### src/spi_consts.vh
// constants of the serial flags and data buffer block
// assumes a 32-bit apb register bus with byte addresses
`ifndef SPI_CONSTS_VH
`define SPI_CONSTS_VH

// ----------------------------------------------------------------
// register byte offsets
// ----------------------------------------------------------------
`define OFS_CTRL1     8'h00
`define OFS_CTRL2     8'h04
`define OFS_FLAGS     8'h08
`define OFS_DATA      8'h0C
`define OFS_IRQ_STAT  8'h10
`define OFS_IRQ_CLR   8'h14
`define OFS_IRQ_EN    8'h18

// ----------------------------------------------------------------
// field positions
// ----------------------------------------------------------------
`define FL_RF         7
`define FL_TE         5
`define FL_MF         4
`define C1_TXIE       5
`define C1_MASTER_SELECT       4
`define C1_SOE        1
`define C2_FDEN       4
`define EV_RF         0
`define EV_TE         1
`define EV_MF         2
`define EV_OVR        3

// ----------------------------------------------------------------
// reset values
// ----------------------------------------------------------------
`define RST_CTRL1     8'h00
`define RST_CTRL2     8'h00
`define RST_IRQ       4'h0
`define RST_BYTE      8'h00

// ----------------------------------------------------------------
// timing counts
// ----------------------------------------------------------------
`define TEF_SET_CYC   2
`define SCK_HALF_DIV  4

`endif

### src/spi_flags_top.v
// status flags, data buffers and apb slave of a serial port
// assumes apb master on CLK_I; link pins are asynchronous
//
// Design decisions made here: the register addresses and register access over APB.
`timescale 1ns/100ps
`include "spi_consts.vh"

module spi_flags_top #(
  parameter HALF_DIV = `SCK_HALF_DIV
) (
  // clock and reset
  input  wire        CLK_I,
  input  wire        RESET_I,
  // apb slave
  input  wire        PSEL_I,
  input  wire        PENABLE_I,
  input  wire        PWRITE_I,
  input  wire [7:0]  PADDR_I,
  input  wire [31:0] PWDATA_I,
  output reg  [31:0] PRDATA_O,
  output wire        PREADY_O,
  output reg         PSLVERR_O,
  // interrupt
  output wire        IRQ_O,
  // serial clock
  input  wire        SCK_I,
  output wire        SCK_O,
  output wire        SCK_OE_O,
  // master out slave in
  input  wire        MOSI_I,
  output wire        MOSI_O,
  output wire        MOSI_OE_O,
  // master in slave out
  input  wire        MISO_I,
  output wire        MISO_O,
  output wire        MISO_OE_O,
  // slave select
  input  wire        SS_N_I,
  output reg         SS_N_O,
  output wire        SS_N_OE_O
);

  // ----------------------------------------------------------------
  // pin synchronisers
  // ----------------------------------------------------------------
  reg  [3:0] meta_q;
  reg  [3:0] sync_q;
  reg        ss_prev_q;

  always @(posedge CLK_I) begin
    if (RESET_I) begin
      // idle levels: select high, clock low, no false edge
      meta_q    <= 4'h8;
      sync_q    <= 4'h8;
      ss_prev_q <= 1'b1;
    end else begin
      meta_q    <= {SS_N_I, SCK_I, MOSI_I, MISO_I};
      sync_q    <= meta_q;
      ss_prev_q <= sync_q[3];
    end
  end

  wire ss_s   = sync_q[3];
  wire sck_s  = sync_q[2];
  wire mosi_s = sync_q[1];
  wire miso_s = sync_q[0];

  // ----------------------------------------------------------------
  // state declarations
  // ----------------------------------------------------------------
  reg  [7:0] ctrl1_q;
  reg  [7:0] ctrl2_q;
  reg  [3:0] irq_st_q;
  reg  [3:0] irq_en_q;
  reg        rf_q;
  reg        rf_arm_q;
  reg        tx_full_q;
  reg        te_arm_q;
  reg        mf_q;
  reg        mf_arm_q;
  reg  [7:0] tx_buf_q;
  reg  [7:0] rx_buf_q;
  reg  [31:0] rdata_d;
  reg        err_d;

  wire       master  = ctrl1_q[`C1_MASTER_SELECT];
  wire       txie    = ctrl1_q[`C1_TXIE];
  wire       soe     = ctrl1_q[`C1_SOE];
  wire       fden    = ctrl2_q[`C2_FDEN];
  wire       te_flag = ~tx_full_q;
  wire [7:0] flags;

  // unused bits stay zero
  assign flags = {rf_q, 1'b0, te_flag, mf_q, 4'h0};

  // ----------------------------------------------------------------
  // apb decode
  // ----------------------------------------------------------------
  wire setup = PSEL_I & ~PENABLE_I;
  wire acc   = PSEL_I & PENABLE_I;
  wire wr    = acc & PWRITE_I;
  wire rd    = acc & ~PWRITE_I;

  wire hit_c1  = (PADDR_I == `OFS_CTRL1);
  wire hit_c2  = (PADDR_I == `OFS_CTRL2);
  wire hit_fl  = (PADDR_I == `OFS_FLAGS);
  wire hit_dat = (PADDR_I == `OFS_DATA);
  wire hit_ist = (PADDR_I == `OFS_IRQ_STAT);
  wire hit_icl = (PADDR_I == `OFS_IRQ_CLR);
  wire hit_ien = (PADDR_I == `OFS_IRQ_EN);

  wire wr_c1  = wr & hit_c1;
  wire wr_c2  = wr & hit_c2;
  wire wr_dat = wr & hit_dat;
  wire wr_icl = wr & hit_icl;
  wire wr_ien = wr & hit_ien;
  wire rd_fl  = rd & hit_fl;
  wire rd_dat = rd & hit_dat;

  assign PREADY_O = 1'b1;

  // read data is captured in the setup cycle
  always @* begin
    rdata_d = 32'h00000000;
    err_d   = 1'b0;
    case (1'b1)
      hit_c1:  rdata_d[7:0] = ctrl1_q;
      hit_c2:  rdata_d[7:0] = ctrl2_q;
      hit_fl:  rdata_d[7:0] = flags;
      hit_dat: rdata_d[7:0] = rx_buf_q;
      hit_ist: rdata_d[3:0] = irq_st_q;
      hit_icl: rdata_d[3:0] = 4'h0;
      hit_ien: rdata_d[3:0] = irq_en_q;
      default: err_d = 1'b1;
    endcase
  end

  always @(posedge CLK_I) begin
    if (RESET_I) begin
      PRDATA_O  <= 32'h00000000;
      PSLVERR_O <= 1'b0;
    end else if (setup) begin
      PRDATA_O  <= rdata_d;
      PSLVERR_O <= err_d;
    end
  end

  // ----------------------------------------------------------------
  // shift engine
  // ----------------------------------------------------------------
  wire       sh_ready;
  wire       sh_done;
  wire       sh_busy;
  wire [7:0] sh_rx;
  wire       sh_sdo;
  wire       sh_sck;
  wire       fault;
  wire       load;

  // fault input only in master, fault detect on, output off
  assign fault = master & fden & ~soe & ~ss_s & ss_prev_q;

  // queued byte moves as soon as the shifter is free
  assign load = tx_full_q & sh_ready;

  spi_shifter #(
    .HALF_DIV    (HALF_DIV)
  ) u_shifter (
    .clk_i       (CLK_I),
    .rst_i       (RESET_I),
    .master_i    (master),
    .abort_i     (fault),
    .load_i      (load),
    .load_data_i (tx_buf_q),
    .ready_o     (sh_ready),
    .done_o      (sh_done),
    .rx_data_o   (sh_rx),
    .busy_o      (sh_busy),
    .sck_s_i     (sck_s),
    .ss_n_s_i    (ss_s),
    .sdi_s_i     (master ? miso_s : mosi_s),
    .sck_o       (sh_sck),
    .sdo_o       (sh_sdo)
  );

  // ----------------------------------------------------------------
  // pin drivers
  // ----------------------------------------------------------------
  assign SCK_O     = sh_sck;
  assign SCK_OE_O  = master;
  assign MOSI_O    = sh_sdo;
  assign MOSI_OE_O = master;
  assign MISO_O    = sh_sdo;
  assign MISO_OE_O = ~master & ~ss_s;
  assign SS_N_OE_O = master & fden & soe;

  always @(posedge CLK_I) begin
    if (RESET_I) begin
      SS_N_O <= 1'b1;
    end else begin
      SS_N_O <= ~(master & (sh_busy | tx_full_q | ~sh_ready));
    end
  end

  // ----------------------------------------------------------------
  // control registers
  // ----------------------------------------------------------------
  always @(posedge CLK_I) begin
    if (RESET_I) begin
      ctrl1_q <= `RST_CTRL1;
      ctrl2_q <= `RST_CTRL2;
    end else begin
      if (wr_c1) begin
        ctrl1_q <= PWDATA_I[7:0];
      end
      // fault drops to slave, over any write
      if (fault) begin
        ctrl1_q[`C1_MASTER_SELECT] <= 1'b0;
      end
      if (wr_c2) begin
        ctrl2_q <= PWDATA_I[7:0];
      end
    end
  end

  // ----------------------------------------------------------------
  // receive full flag and buffer
  // ----------------------------------------------------------------
  wire rf_clr  = rd_dat & rf_arm_q;
  wire overrun = sh_done & rf_q & ~rf_clr;
  wire rx_take = sh_done & ~overrun;

  always @(posedge CLK_I) begin
    if (RESET_I) begin
      rf_q     <= 1'b0;
      rf_arm_q <= 1'b0;
      rx_buf_q <= `RST_BYTE;
    end else begin
      if (rx_take) begin
        rx_buf_q <= sh_rx;
      end
      // a new byte wins over the clear
      if (rx_take) begin
        rf_q <= 1'b1;
      end else if (rf_clr) begin
        rf_q <= 1'b0;
      end
      if (rd_fl && PRDATA_O[`FL_RF]) begin
        rf_arm_q <= 1'b1;
      end else if (rd_dat) begin
        rf_arm_q <= 1'b0;
      end
    end
  end

  // ----------------------------------------------------------------
  // transmit empty flag and buffer
  // ----------------------------------------------------------------
  wire tx_acc = wr_dat & te_arm_q & ~tx_full_q;

  always @(posedge CLK_I) begin
    if (RESET_I) begin
      tx_full_q <= 1'b0;
      te_arm_q  <= 1'b0;
      tx_buf_q  <= `RST_BYTE;
    end else begin
      if (tx_acc) begin
        tx_buf_q  <= PWDATA_I[7:0];
        tx_full_q <= 1'b1;
      end else if (load) begin
        tx_full_q <= 1'b0;
      end
      if (rd_fl && PRDATA_O[`FL_TE]) begin
        te_arm_q <= 1'b1;
      end else if (wr_dat) begin
        te_arm_q <= 1'b0;
      end
    end
  end

  // ----------------------------------------------------------------
  // mode fault flag
  // ----------------------------------------------------------------
  wire mf_clr = wr_c1 & mf_arm_q;

  always @(posedge CLK_I) begin
    if (RESET_I) begin
      mf_q     <= 1'b0;
      mf_arm_q <= 1'b0;
    end else begin
      if (fault) begin
        mf_q <= 1'b1;
      end else if (mf_clr) begin
        mf_q <= 1'b0;
      end
      if (rd_fl && PRDATA_O[`FL_MF]) begin
        mf_arm_q <= 1'b1;
      end else if (wr_c1) begin
        mf_arm_q <= 1'b0;
      end
    end
  end

  // ----------------------------------------------------------------
  // interrupt status, clear and enable
  // ----------------------------------------------------------------
  wire [3:0] ev;

  assign ev[`EV_RF]  = rx_take;
  assign ev[`EV_TE]  = load;
  assign ev[`EV_MF]  = fault;
  assign ev[`EV_OVR] = overrun;

  always @(posedge CLK_I) begin
    if (RESET_I) begin
      irq_st_q <= `RST_IRQ;
      irq_en_q <= `RST_IRQ;
    end else begin
      // set wins over clear
      if (wr_icl) begin
        irq_st_q <= (irq_st_q & ~PWDATA_I[3:0]) | ev;
      end else begin
        irq_st_q <= irq_st_q | ev;
      end
      if (wr_ien) begin
        irq_en_q <= PWDATA_I[3:0];
      end
    end
  end

  // level request from events or empty buffer
  assign IRQ_O = (|(irq_st_q & irq_en_q)) | (te_flag & txie);

endmodule // spi_flags_top

### src/spi_shifter.v
// eight-bit serial shift engine, master or slave, clock mode 0
// assumes link inputs already pass a two-stage synchroniser
`timescale 1ns/100ps
`include "spi_consts.vh"

module spi_shifter #(
  parameter HALF_DIV = `SCK_HALF_DIV
) (
  // clock and reset
  input  wire       clk_i,
  input  wire       rst_i,
  // control
  input  wire       master_i,
  input  wire       abort_i,
  input  wire       load_i,
  input  wire [7:0] load_data_i,
  output wire       ready_o,
  output reg        done_o,
  output reg  [7:0] rx_data_o,
  output wire       busy_o,
  // synchronised link
  input  wire       sck_s_i,
  input  wire       ss_n_s_i,
  input  wire       sdi_s_i,
  output reg        sck_o,
  output wire       sdo_o
);

  localparam [7:0] DIV_LAST = HALF_DIV[7:0] - 8'h01;

  reg       have_q;
  reg       busy_q;
  reg [7:0] sh_q;
  reg       smp_q;
  reg [2:0] cnt_q;
  reg [7:0] div_q;
  reg       sck_prev_q;

  wire rise = sck_s_i & ~sck_prev_q;
  wire fall = ~sck_s_i & sck_prev_q;

  assign ready_o = ~have_q & ~busy_q;
  assign busy_o  = busy_q;
  assign sdo_o   = sh_q[7];

  always @(posedge clk_i) begin
    done_o <= 1'b0;
    if (rst_i) begin
      have_q     <= 1'b0;
      busy_q     <= 1'b0;
      sh_q       <= `RST_BYTE;
      smp_q      <= 1'b0;
      cnt_q      <= 3'h0;
      div_q      <= 8'h00;
      sck_prev_q <= 1'b0;
      sck_o      <= 1'b0;
      rx_data_o  <= `RST_BYTE;
    end else if (abort_i) begin
      have_q <= 1'b0;
      busy_q <= 1'b0;
      cnt_q  <= 3'h0;
      sck_o  <= 1'b0;
    end else begin
      sck_prev_q <= sck_s_i;
      if (load_i) begin
        sh_q   <= load_data_i;
        have_q <= 1'b1;
      end
      if (master_i) begin
        if (!busy_q) begin
          div_q <= 8'h00;
          if (have_q) begin
            busy_q <= 1'b1;
          end
        end else if (div_q == DIV_LAST) begin
          div_q <= 8'h00;
          sck_o <= ~sck_o;
          if (!sck_o) begin
            smp_q <= sdi_s_i;
          end else begin
            sh_q  <= {sh_q[6:0], smp_q};
            cnt_q <= cnt_q + 3'h1;
            if (cnt_q == 3'h7) begin
              busy_q    <= 1'b0;
              have_q    <= 1'b0;
              done_o    <= 1'b1;
              rx_data_o <= {sh_q[6:0], smp_q};
            end
          end
        end else begin
          div_q <= div_q + 8'h01;
        end
      end else begin
        sck_o <= 1'b0;
        if (ss_n_s_i) begin
          cnt_q  <= 3'h0;
          busy_q <= 1'b0;
        end else if (rise) begin
          smp_q  <= sdi_s_i;
          busy_q <= 1'b1;
        end else if (fall && busy_q) begin
          sh_q  <= {sh_q[6:0], smp_q};
          cnt_q <= cnt_q + 3'h1;
          if (cnt_q == 3'h7) begin
            busy_q    <= 1'b0;
            have_q    <= 1'b0;
            done_o    <= 1'b1;
            rx_data_o <= {sh_q[6:0], smp_q};
          end
        end
      end
    end
  end

endmodule // spi_shifter

### config.mk
export PLATFORM = sky130hd
export DESIGN_NAME = spi_flags_top
export DESIGN_NICKNAME = d
export VERILOG_FILES = /design/src/spi_flags_top.v /design/src/spi_shifter.v
export VERILOG_INCLUDE_DIRS = /design/src
export SDC_FILE = /design/constraint.sdc
export NUM_CORES = 1
export LEC_CHECK = 0
export BUFFER_PORTS_ARGS = -buffer_cell sky130_fd_sc_hd__buf_2
export CAP_MARGIN = 25
export CORE_UTILIZATION = 52
export DETAILED_ROUTE_END_ITERATION = 10
export PLACE_DENSITY = 0.84
export SKIP_LAST_GASP = 1
export SYNTH_ARGS = -nofsm -noshare
export SYNTH_HDL_FRONTEND = slang
export SYNTH_SLANG_ARGS = --single-unit
### constraint.sdc
create_clock -name CLK_I -period 2.58 [get_ports CLK_I]
set_input_delay 0.516 -clock CLK_I [delete_from_list [all_inputs] [get_ports CLK_I]]
set_output_delay 0.516 -clock CLK_I [all_outputs]
set_load 0.005 [all_outputs]
### Word level (Yosys, flattened, before mapping)

Cells that the tools add are included.

* add/subtract/negate cells: 2
* bitwise logic cells: 54
* eq/ne operators: 15
* muxes and demuxes: 90
* reductions and logical operators: 25

Operators by type and width (count)
* 2-to-1 mux 8 bit: 18
* 2-to-1 mux 1 bit: 53
* 2-to-1 mux 4 bit: 12
* AND 1 bit: 30
* == test 8 x 5 -> 1 bit, second input constant: 3
* 2-to-1 mux 3 bit: 7
* == test 8 x 4 -> 1 bit, second input constant: 2
* inverter 1 bit: 16
* nonzero test 2 bit: 8
* adder 8 x 1 -> 8 bit, second input constant: 1
* AND 4 bit: 2
* == test 8 x 2 -> 1 bit, second input constant: 1
* == test 8 x 3 -> 1 bit, second input constant: 1
* logical NOT 8 bit: 1
* inequality test 2 x 1 -> 1 bit, second input constant: 4
* bitwise OR 4 bit: 2
* nonzero test 4 bit: 2
* AND reduction 7 bit: 1
* AND reduction 2 bit: 3
* AND reduction 6 bit: 1
* AND reduction 5 bit: 1
* logical AND 1 bit: 4
* inequality test 2 bit, second input constant: 2
* inverter 4 bit: 1
* other kinds (8): 10

* bits in registers: 98
* output and inout bits: 43
* logic and storage cells: 215
* input port bits: 49

### Longest topological paths before layout

Gate-level depths: netlist of the first run.

* word-level depth: 10
* mapped depth: 7
* gate-level depth less buffers: 5

### Modules after synthesis

A second synthesis of the first run with hierarchy kept.

* cells, all modules: 534
* area, all modules: 4843.4 µm²

By module, submodules not included
* spi_flags_top: area each 3056.7 µm², cells each 332, sequential area each 1301.2 µm², instances 1
* spi_shifter: area each 1786.7 µm², cells each 202, sequential area each 660.6 µm², instances 1

### Worst setup path before layout of the first run

Ideal clock, no wire load.

* path kind: input port to flip-flop
* start point: input PADDR_I[7]
* end point: register ctrl2_q[4]
* setup time: 0.132 ns
* path buffers: 3
* required time: 2.448 ns
* arrival time: 2.061 ns
* stages: 7
* path slack: 0.386 ns
* path through: or4_1 > clkbuf_1 > or3_1 > clkbuf_1 > clkbuf_1 > o21ai_0 > a21oi_1

* longest elaborated chain between the ends: 2

Ends and longest elaborated chain
* from (decl): line spi_flags_top.v:18 `input wire [7:0] PADDR_I,`
* == test 8 x 3 -> 1 bit (no source line)
* AND 1 bit: line spi_flags_top.v:113 `wire wr_c2 = wr & hit_c2;`
* to (signal assigned): line spi_flags_top.v:211 `` ctrl2_q <= `RST_CTRL2; ``
* to (signal assigned): line spi_flags_top.v:221 `ctrl2_q <= PWDATA_I[7:0];`
* to (decl): line spi_flags_top.v:72 `reg [7:0] ctrl2_q;`

Every way passes these cells.
A chain may end at the register's enable or synchronous reset.

### Worst setup path after layout of the first run

* start point: register u_shifter.div_q[0]
* end point: register u_shifter.rx_data_o[7]

* longest elaborated chain between the ends: 3

Ends and longest elaborated chain
* from (decl): line spi_shifter.v:36 `reg [7:0] div_q;`
* from (signal assigned): line spi_shifter.v:91 `div_q <= div_q + 8'h01;`
* == test 8 x 2 -> 1 bit: line spi_shifter.v:75 `end else if (div_q == DIV_LAST) begin`
* inequality test 2 x 1 -> 1 bit (no source line)
* AND reduction 7 bit (no source line)
* to (signal assigned): line spi_shifter.v:57 `` rx_data_o <= `RST_BYTE; ``
* to (signal assigned): line spi_shifter.v:87 `rx_data_o <= {sh_q[6:0], smp_q};`
* to (signal assigned): line spi_shifter.v:108 `rx_data_o <= {sh_q[6:0], smp_q};`
* to (decl): line spi_shifter.v:19 `output reg [7:0] rx_data_o,`

Every way passes these cells.

==> results_dict.tcl, run 1 <==
set metrics [dict create \
    status "finished, final reports clean" \
    hold_viol_final 0 \
    reg2regPathDepth 5 \
    clkSinkCount 98 \
    drt_first_pass_iters 5 \
    ys_types 59 \
    drive_gt1_frac 0.1596 \
    detailroute.via_count 4175 \
    worstPathArrival_ns 2.69 \
    setup_viol 0 \
    grt_pass1_wl_um 18630 \
    vias_per_cell 6.158 \
    final.min_clock_period_ns 2.393 \
    avgSynthCellArea_um2 8.652 \
    ys_seq_elements 98 \
    critPathMaxFanout 8 \
    tns_ns 0 \
    synth_top_area_cell "dfxtp_1" \
    cts_made_buffers 9 \
    period_share 0.9274 \
    cp.required_ns 2.88 \
    hold_path.class "in2reg" \
    io_pins 92 \
    placed_cell_area_um2 4865 \
    criticalPathCategory "reg2reg" \
    h-tree-depth 3 \
    ys_seq_area_frac 0.4207 \
    rrSetupSlack_ns 0.19 \
    p_leak_uw 0.001903 \
    nNetsFinal 617 \
    gr-total-overflow 0 \
    avgRoutedWirePerCell_um 16.69 \
    die_x_um 96.70 \
    max_clock_freq_mhz 417.9 \
    p_seq_frac 0.565 \
    drc 0 \
    cts_resized 0 \
    start_util 0.5347 \
    drv_slew 0 \
    port_buffers 42 \
    diodes 0 \
    synth-adder-area-share 0.008049 \
    die_area_um2 9351 \
    pwr_density_cell_nw_per_um2 532.0 \
    synthTopCellsByArea "dfxtp_1 42%, a21oi_1 6.2%, o21ai_0 4.9%" \
    synth_edf_count 0 \
    finalInstanceArea_um2 5075 \
    ant_nets 0 \
    min_from "SS_N_I" \
    grtUsageTotal 0.2443 \
    insertion_delay_ns 0.37 \
    grt_max_degree 57 \
    hpwl_um 7999 \
    clockPowerShare 0.384 \
    synth-async-reset-ratio 0 \
    yosys.area_share.simple 0.2020 \
    coreArea_um2 8721 \
    r2r_start "u_shifter.div_q[0]" \
    synth_xor_area_frac 0.01503 \
    synth_top_family_by_area "simple AND/OR/NAND/NOR gates" \
    tightest_slew_ns 0.7056 \
    clk_pin_slew_ns 0.10 \
    power_switching_uw 652.3 \
    crit_path_start_kind "register" \
    endpoint_kind "register" \
    tritoncts "yes" \
    drt_iter0_drc 298 \
    synthMuxAreaShare 0.06922 \
    final_cell_mix "98 x dfxtp_1, 58 x a21oi_1, 46 x o21ai_0" \
    synth-compound-area-share 0.1975 \
    finalClockSkew_ns 0.01857 \
    area_growth_pct 8.828 \
    hold_path_depth 2 \
    die_h_um 96.70 \
    routed_wl_um 11310 \
    row_count 34 \
    peakVddDrop_mv 0.2976 \
    synth_area_um2 4663 \
    min_to "meta_q[3]" \
    yosys_most_used_dff "dfxtp_1" \
    grt_pass1_vias 3837 \
    internal_power_uw 2048 \
    clk_path_buf_depth 2 \
    cts_hold_repair.buffers 0 \
    cts_root_buf "clkbuf_8" \
    syn_inst 539 \
    synth_top_area_frac 0.4207 \
    cts_setup_buffers 0 \
    pwr-share-comb 0.051 \
    max_slew_margin 0.5230 \
    timing.hold.ws_ns 0.3233 \
    r2r-end "u_shifter.rx_data_o[7]" \
    grt_antenna_before_repair 0 \
    p_sw_frac 0.2416 \
    rsz0062_at_grt "no" \
    ys_warn_count 0 \
    routabilityCongestion 0.8651 \
    final_common_cell "dfxtp_1" \
    maxCapViolCount 0 \
]
cell usage after synthesis (3+ instances only):
| master | count |
|---|---|
| a211oi_1 | 4 |
| a21oi_1 | 58 |
| a32o_1 | 8 |
| a32oi_1 | 4 |
| and3_1 | 10 |
| buf_2 | 5 |
| buf_4 | 28 |
| clkbuf_1 | 32 |
| dfxtp_1 | 98 |
| ha_1 | 3 |
| inv_1 | 10 |
| mux2_2 | 4 |
| mux2i_1 | 21 |
| mux4_2 | 3 |
| nand2_1 | 43 |
| nand2b_1 | 4 |
| nand3_1 | 44 |
| nor2_1 | 18 |
| nor2b_1 | 9 |
| nor3_1 | 3 |
| nor3b_1 | 3 |
| nor4_1 | 6 |
| o21ai_0 | 46 |
| o221ai_1 | 8 |
| o31ai_1 | 4 |
| or2_2 | 3 |
| or3_1 | 4 |
| or4_1 | 9 |
| xor2_1 | 6 |
metal layers:
metal	routed length (um)	GRT usage	up-vias
met4	265	0.09759	0
met3	894	0.03829	22
met2	5443	0.4101	232
li1	-	-	1970
met1	4710	0.3140	1951
met5	0	0	-
power groups by stage:
stage | registers [uW] | logic (uW) | clock network (uW)
2_1_floorplan | 1560 | 110 | 0
3_3_place_gp | 1560 | 131 | 0
3_5_place_dp | 1560 | 134 | 0
4_1_cts | 1520 | 135 | 1040
5_1_grt | 1530 | 151 | 1120
6_report | 1520 | 137 | 1040
how the worst max path moves through the flow:
stage | start | end | cells past startpoint
floorplan | PADDR_I[7] | ctrl2_q[4] | 7
global placement | PADDR_I[7] | rx_buf_q[1] | 6
detailed placement | u_shifter.div_q[0] | u_shifter.rx_data_o[7] | 5
CTS | u_shifter.div_q[0] | u_shifter.rx_data_o[7] | 5
global route | u_shifter.div_q[0] | u_shifter.rx_data_o[7] | 5
finish | u_shifter.div_q[0] | u_shifter.rx_data_o[7] | 5
sequential cells by signal (all words and copies together), names as in the netlist, 3 cells and up:
name                 cells
PRDATA_O                 8
ctrl1_q                  8
ctrl2_q                  8
irq_en_q                 4
irq_st_q                 4
meta_q                   4
rx_buf_q                 8
sync_q                   4
tx_buf_q                 8
u_shifter.cnt_q          3
u_shifter.div_q          8
u_shifter.rx_data_o      8
u_shifter.sh_q           8
worst max-delay path: stages, from the launching register on:
cell	delay (ns)
dfxtp_1	0.38
ha_1	0.25
or4b_4	0.52
or3_1	0.51
a21oi_4	0.42
mux2i_1	0.24
kinds of logic after synthesis:
family                     after synthesis
buffers and inverters                   77
and+or+nand+nor                        174
other                                    2
adders and majority gates                3
DFF                                     98
xor gates and xnor gates                 8
muxes                                   28
AOI/OAI and AO/OA                      149
metrics by stage:
stage | util | setup WS (ns) | power [uW] | instances
floorplan | - | 0.3865 | 1668 | 562
global placement | 0.5578 | 0.3027 | 1690 | 662
detailed placement | 0.5578 | 0.2415 | 1694 | 662
CTS | 0.5819 | 0.1914 | 2700 | 678
global route | 0.5819 | 0.07951 | 2797 | 678
finish | 0.5819 | 0.1873 | 2700 | 678
layout make-up:
cell class	count	area, um2
fill	753	3646
multi-input combinational	387	2392
sequential	98	1962
timing repair buffer	59	337.8
clock buffer	10	137.6
tap	108	135.1
clock inverter	6	72.57
inverter	10	37.54
Note: power is estimated with default switching activity, not from simulation.
==> run 2, diff against run 1 <==
SYNTH_HIERARCHICAL = 1   (was not set)
==> run 2 against run 1 <==
Non-clock buffer count unchanged. Setup slack gained 0.15 ns. Routed wire length is 3.0% lower. Register-to-register slack improved by 0.15 ns. Area after synthesis is 3.9% higher. Critical path type unchanged. Largest cell class unchanged.
==> results_dict.tcl, run 2 <==
set metrics [dict create \
    clk_path_buf_depth 2 \
    final.min_clock_period_ns 2.240 \
    rsz0062_at_grt "no" \
    r2r-end "u_shifter/rx_data_o[2]" \
    period_share 0.8682 \
    pwr_density_cell_nw_per_um2 494.0 \
    port_buffers 42 \
    gr-total-overflow 0 \
    crit_path_end "u_shifter/rx_data_o[2]" \
    crit_path_max_incr_delay_ns 0.45 \
    hold_viol_final 0 \
    detailroute.via_count 4004 \
    ys_seq_area_frac 0.4051 \
    avgSynthCellArea_um2 9.070 \
    finalClockSkew_ns 0.009799 \
    reg2regPathDepth 6 \
    worstPathArrival_ns 2.53 \
    drt_first_pass_iters 7 \
    grt_antenna_before_repair 0 \
    die_h_um 98.51 \
    routabilityCongestion 0.8505 \
    grt_pass1_vias 3786 \
    clkSinkCount 98 \
    setup_viol 0 \
    synth_top_area_cell "dfxtp_1" \
    grtUsageTotal 0.2354 \
    max_slew_margin 0.5885 \
    die_x_um 98.51 \
    cts_root_buf "clkbuf_8" \
    rrSetupSlack_ns 0.34 \
    tritoncts "yes" \
    hold_path.class "in2reg" \
    ys_seq_elements 98 \
    clk_pin_slew_ns 0.10 \
    ant_nets 0 \
    crit_path_start_kind "register" \
    cts_setup_buffers 0 \
    worstPathCellList "ha_1 > nor4b_4 > nand2_4 > a2111oi_4 > buf_4 > mux2i_1" \
    synth_area_um2 4843 \
    io_pins 92 \
    synth-async-reset-ratio 0 \
    cts_made_buffers 9 \
    tightest_slew_ns 0.6126 \
    max_clock_freq_mhz 446.4 \
    p_leak_uw 0.002015 \
    grt_pass1_wl_um 18220 \
    diodes 0 \
    cp.required_ns 2.87 \
    ys_warn_count 6 \
    grt_max_degree 50 \
    tns_ns 0 \
    routed_wl_um 10970 \
    die_area_um2 9704 \
    synthMuxAreaShare 0.1206 \
    ys_top_cells_by_count "98 x dfxtp_1, 56 x nand2_1, 46 x mux2i_1" \
    final_cell_mix "98 x dfxtp_1, 56 x nand2_1, 46 x mux2i_1" \
    row_count 34 \
    cts_hold_repair.buffers 0 \
    final_common_cell "dfxtp_1" \
    criticalPathCategory "reg2reg" \
    insertion_delay_ns 0.37 \
    drive_gt1_frac 0.1742 \
    drc 0 \
    cts_resized 0 \
    yosys.area_share.simple 0.2185 \
    coreArea_um2 8848 \
    ys_types 61 \
    vias_per_cell 5.871 \
    critPathLaunch "u_shifter/div_q[0]" \
    area_growth_pct 8.137 \
    synth.most_common_cell "dfxtp_1" \
    yosys_most_used_dff "dfxtp_1" \
    peakVddDrop_mv 0.3410 \
    placed_cell_area_um2 5062 \
    synth_top_area_frac 0.4051 \
    slowest_stage "nor4b_4" \
    synth_top_family_by_area "simple AND/OR/NAND/NOR gates" \
    endpoint_kind "register" \
    hpwl_um 7920 \
    drt_iter0_drc 279 \
    h-tree-depth 3 \
    synthTopCellsByArea "dfxtp_1 41%, mux2i_1 9.5%, buf_4 4.3%" \
    finalInstanceArea_um2 5238 \
    synth_edf_count 0 \
    synth_xor_area_frac 0.01627 \
    start_util 0.5474 \
    nNetsFinal 621 \
    synth-adder-area-share 0.007750 \
    critPathMaxFanout 9 \
    drv_slew 0 \
    syn_inst 534 \
    r2r_start "u_shifter/div_q[0]" \
    avgRoutedWirePerCell_um 16.09 \
    synth-compound-area-share 0.1444 \
    maxCapViolCount 0 \
    status "finished, final reports clean" \
]
-- run 2: cell count changes in the layout (fill, tap and decap cells not counted), sizes merged, moves of 7 or more --
cell    delta
a21oi     -39
nand3     -33
o21ai     -33
nor2      +28
mux2i     +25
nand2b    +22
a221oi    +16
nand2     +14
inv        +8
o22ai      +8
and3       -7
-- run 2: worst min-delay path by stage --
stage                     cells after the start         to  slack (ns)  startpoint
after floorplan                               1  sync_q[3]        0.39   meta_q[3]
after global placement                        1  sync_q[3]        0.39   meta_q[3]
after detailed placement                      1  sync_q[3]        0.41   meta_q[3]
after CTS                                     2  meta_q[3]        0.31      SS_N_I
after global routing                          2  meta_q[3]        0.31      SS_N_I
final                                         2  meta_q[3]        0.33      SS_N_I
-- run 2: kinds of logic after synthesis --
kind of cell | after synthesis
AOI/OAI and AO/OA | 95
xor gates and xnor gates | 9
adders and majority gates | 3
buffers and inverters | 76
DFF | 98
muxes | 54
other | 2
and+or+nand+nor | 197
-- run 2: worst max-delay path: cells and delay by family, from the launching register on --
family / cells / cell delay, ns
multiplexers: 1 / 0.21
AO/OA/AOI/OAI: 1 / 0.38
flip-flops: 1 / 0.40
adder cells (fa/ha/maj): 1 / 0.26
buffers and inverters: 1 / 0.25
AND/OR/NAND/NOR: 2 / 0.64
-- run 2: per-layer routing --
metal	vias up	GRT usage	part of all wire	wire length [um]
met2	180	0.3743	0.47	5149
met5	-	0	0	0
met1	1890	0.3129	0.45	4918
met4	0	0.08840	0.019	204
met3	25	0.05390	0.064	701
li1	1909	-	-	-
-- run 2: area by class of cell --
cell class | instances | area [um2]
Multi-Input combinational cell | 383 | 2560
Fill cell | 746 | 3611
Timing Repair Buffer | 59 | 337.8
Sequential cell | 98 | 1962
Clock inverter | 6 | 47.55
Clock buffer | 10 | 127.6
Tap cell | 108 | 135.1
Inverter | 18 | 67.56
-- run 2: report_power, final --
group | switching [uW] | internal, uW | total, uW
registers | 4.64 | 1520 | 1520
clock network | 549 | 361 | 910
logic | 97.1 | 55.2 | 152
-- run 2: stage by stage --
step / power [uW] / utilization / setup slack [ns] / hold slack (ns) / std cells
global placement: 1704 / 0.5721 / 0.1495 / 0.3929 / 666
global route: 2696 / 0.5919 / 0.1826 / 0.3099 / 682
CTS: 2610 / 0.5919 / 0.3764 / 0.3080 / 682
detailed placement: 1709 / 0.5721 / 0.1375 / 0.4088 / 666
floorplan: 1684 / - / 0.3013 / 0.3895 / 557
finish: 2587 / 0.5919 / 0.3401 / 0.3264 / 682
==> run 3, diff against run 2 <==
ABC_AREA = 1   (was not set)
PLACE_DENSITY = 0.83   (was 0.84)
==> run 3 against run 2 <==
Sequential cell count unchanged. Setup slack better by 0.21 ns. Die area up 4.5%. Via count up 17%. Sequential power about the same. Total power up 13%. Worst hold slack better by 0.016 ns. Register-to-register slack better by 0.25 ns. Cell count up 33%. Critical endpoint is now IRQ_O. Highest routed layer unchanged.
==> results_dict.tcl, run 3 <==
set metrics [dict create \
    maxCapViolCount 0 \
    port_buffers 42 \
    endpoint_kind "primary output" \
    ys_warn_count 6 \
    cts_root_buf "clkbuf_8" \
    nNetsFinal 828 \
    critPathMaxFanout 3 \
    min_to "meta_q[3]" \
    synth_area_um2 5066 \
    tritoncts "yes" \
    power_switching_uw 629.2 \
    drt_iter0_drc 275 \
    clk_path_buf_depth 2 \
    clk_pin_slew_ns 0.09 \
    cts_resized 0 \
    ys_top_cells_by_count "163 x nand2_1, 98 x dfxtp_1, 93 x nor2_1" \
    hold_path_depth 2 \
    synth_top_area_frac 0.3873 \
    rsz0062_at_grt "no" \
    r2r_start "sync_q[3]" \
    max_slew_margin 0.5595 \
    internal_power_uw 2306 \
    crit_family "compound AO/OA/AOI/OAI gates" \
    clockPowerShare 0.431 \
    vias_per_cell 5.135 \
    routabilityCongestion 0.8529 \
    ys_seq_elements 98 \
    r2r-end "u_shifter/div_q[7]" \
    p_seq_frac 0.520 \
    avgRoutedWirePerCell_um 12.21 \
    row_count 35 \
    synthTopCellsByArea "dfxtp_1 39%, nand2_1 12%, nor2_1 6.9%" \
    finalClockSkew_ns 0.01586 \
    setup_viol 0 \
    worstPathCellList "a22o_1 > a221oi_1 > o21ai_0 > buf_2" \
    final_cell_mix "163 x nand2_1, 98 x dfxtp_1, 93 x nor2_1" \
    rrSetupSlack_ns 0.59 \
    ant_nets 0 \
    h-tree-depth 3 \
    reg2regPathDepth 9 \
    tightest_slew_ns 0.6584 \
    grt_pass1_wl_um 18460 \
    pwr-share-comb 0.049 \
    cts_setup_buffers 0 \
    timing.hold.ws_ns 0.3421 \
    peakVddDrop_mv 0.3768 \
    grt_max_degree 34 \
    synth.most_common_cell "nand2_1" \
    die_area_um2 10140 \
    min_from "SS_N_I" \
    crit_path_max_incr_delay_ns 0.34 \
    routed_wl_um 11110 \
    hold_path.class "in2reg" \
    detailroute.via_count 4673 \
    p_sw_frac 0.2143 \
    coreArea_um2 9328 \
    final.min_clock_period_ns 2.028 \
    grt_antenna_before_repair 0 \
    drt_first_pass_iters 5 \
    final_common_cell "nand2_1" \
    synth_edf_count 0 \
    drive_gt1_frac 0.1255 \
    grtUsageTotal 0.2300 \
    yosys_most_used_dff "dfxtp_1" \
    hold_viol_final 0 \
    synth_top_area_cell "dfxtp_1" \
    crit_path_start_kind "register" \
    area_growth_pct 8.348 \
    grt_pass1_vias 4011 \
    pwr_density_cell_nw_per_um2 534.8 \
    max_clock_freq_mhz 493.1 \
    period_share 0.7861 \
    tns_ns 0 \
    gr-total-overflow 0 \
    drc 0 \
    hpwl_um 7942 \
    synth-async-reset-ratio 0 \
    worstPathArrival_ns 1.51 \
    avgSynthCellArea_um2 6.818 \
    insertion_delay_ns 0.36 \
    critPathBufInv 1 \
    die_h_um 100.7 \
    die_x_um 100.7 \
    cp_num_cells 4 \
    drv_slew 0 \
    clkSinkCount 98 \
    status "finished, final reports clean" \
    cts_hold_repair.buffers 0 \
    start_util 0.5431 \
    diodes 0 \
    ys_types 40 \
    syn_inst 743 \
    cp.required_ns 2.06 \
    p_leak_uw 0.002506 \
    slowest_stage "dfxtp_1" \
    io_pins 92 \
    cts_made_buffers 9 \
    ys_seq_area_frac 0.3873 \
    criticalPathCategory "reg2out" \
]
run 3: cell types whose count changed after synthesis, sizes merged, moves of 9 or more:
cell and delta:
a21oi +50, a221oi -15, clkbuf -9, inv +70
mux2i -46, nand2 +109, nand2b -26, nand3 +61
nor2 +59, nor2b -12, o21ai +41
run 3: metrics by stage:
stage	total power, uW	util	area [um2]	setup WS (ns)	cells
after detailed placement	1703	0.5603	5226	0.5098	894
final	2936	0.5885	5489	0.5520	910
after global routing	3035	0.5885	5489	0.4480	910
after floorplan	1680	-	5152	0.8345	766
after global placement	1700	0.5603	5226	0.5862	894
after CTS	2962	0.5885	5489	0.5431	910
run 3: kinds of logic (layout without fill, tap and decap cells):
family,after synthesis,in the layout,share of synthesized area
and+or+nand+nor,361,361,0.3211
buffers and inverters,143,158,0.1403
AOI/OAI and AO/OA,134,134,0.1390
DFF,98,98,0.3873
adders and majority gates,3,3,0.007410
other,2,25,0.001482
xor gates and xnor gates,2,2,0.003458
run 3: worst max path at each step:
stage                     startpoint  slack, ns                 end
finish                   irq_st_q[2]       0.55               IRQ_O
detailed placement        PADDR_I[7]       0.51          ctrl1_q[4]
global route               sync_q[3]       0.45  u_shifter/div_q[7]
global placement          PADDR_I[5]       0.59                mf_q
CTS                      irq_st_q[2]       0.54               IRQ_O
floorplan           u_shifter/busy_o       0.83   u_shifter/sh_q[0]
run 3: cell type report:
| class | instances | area (um2) |
|---|---|---|
| clock buffers | 9 | 123.9 |
| fillers | 890 | 3839 |
| clock inverters | 7 | 138.9 |
| flip-flops and latches | 98 | 1962 |
| multi-input cells | 525 | 2480 |
| repair buffers | 52 | 285.3 |
| well taps | 129 | 161.4 |
| inverters | 90 | 337.8 |
run 3: worst reg2reg max path: cells and delay by family (launching register included):
kind | cells | cell delay (ns)
and+or+nand+nor | 6 | 0.99
DFF | 1 | 0.50
buffers and inverters | 3 | 0.39
run 3: power groups by stage:
stage          combinational [uW]  sequential, uW  clock (uW)
3_5_place_dp                  141            1560           0
2_1_floorplan                 119            1560           0
4_1_cts                       142            1530        1290
6_report                      143            1530        1270
5_1_grt                       163            1530        1340
3_3_place_gp                  138            1560           0
run 3: routing by layer:
| layer | global-route usage | share of wire | vias to the layer above | wire length (um) |
|---|---|---|---|---|
| li1 | - | - | 2387 | - |
| met1 | 0.3010 | 0.45 | 2097 | 5015 |
| met2 | 0.3836 | 0.46 | 176 | 5108 |
| met3 | 0.04438 | 0.074 | 13 | 821 |
| met4 | 0.07135 | 0.015 | 0 | 167 |
| met5 | 0 | 0 | - | 0 |
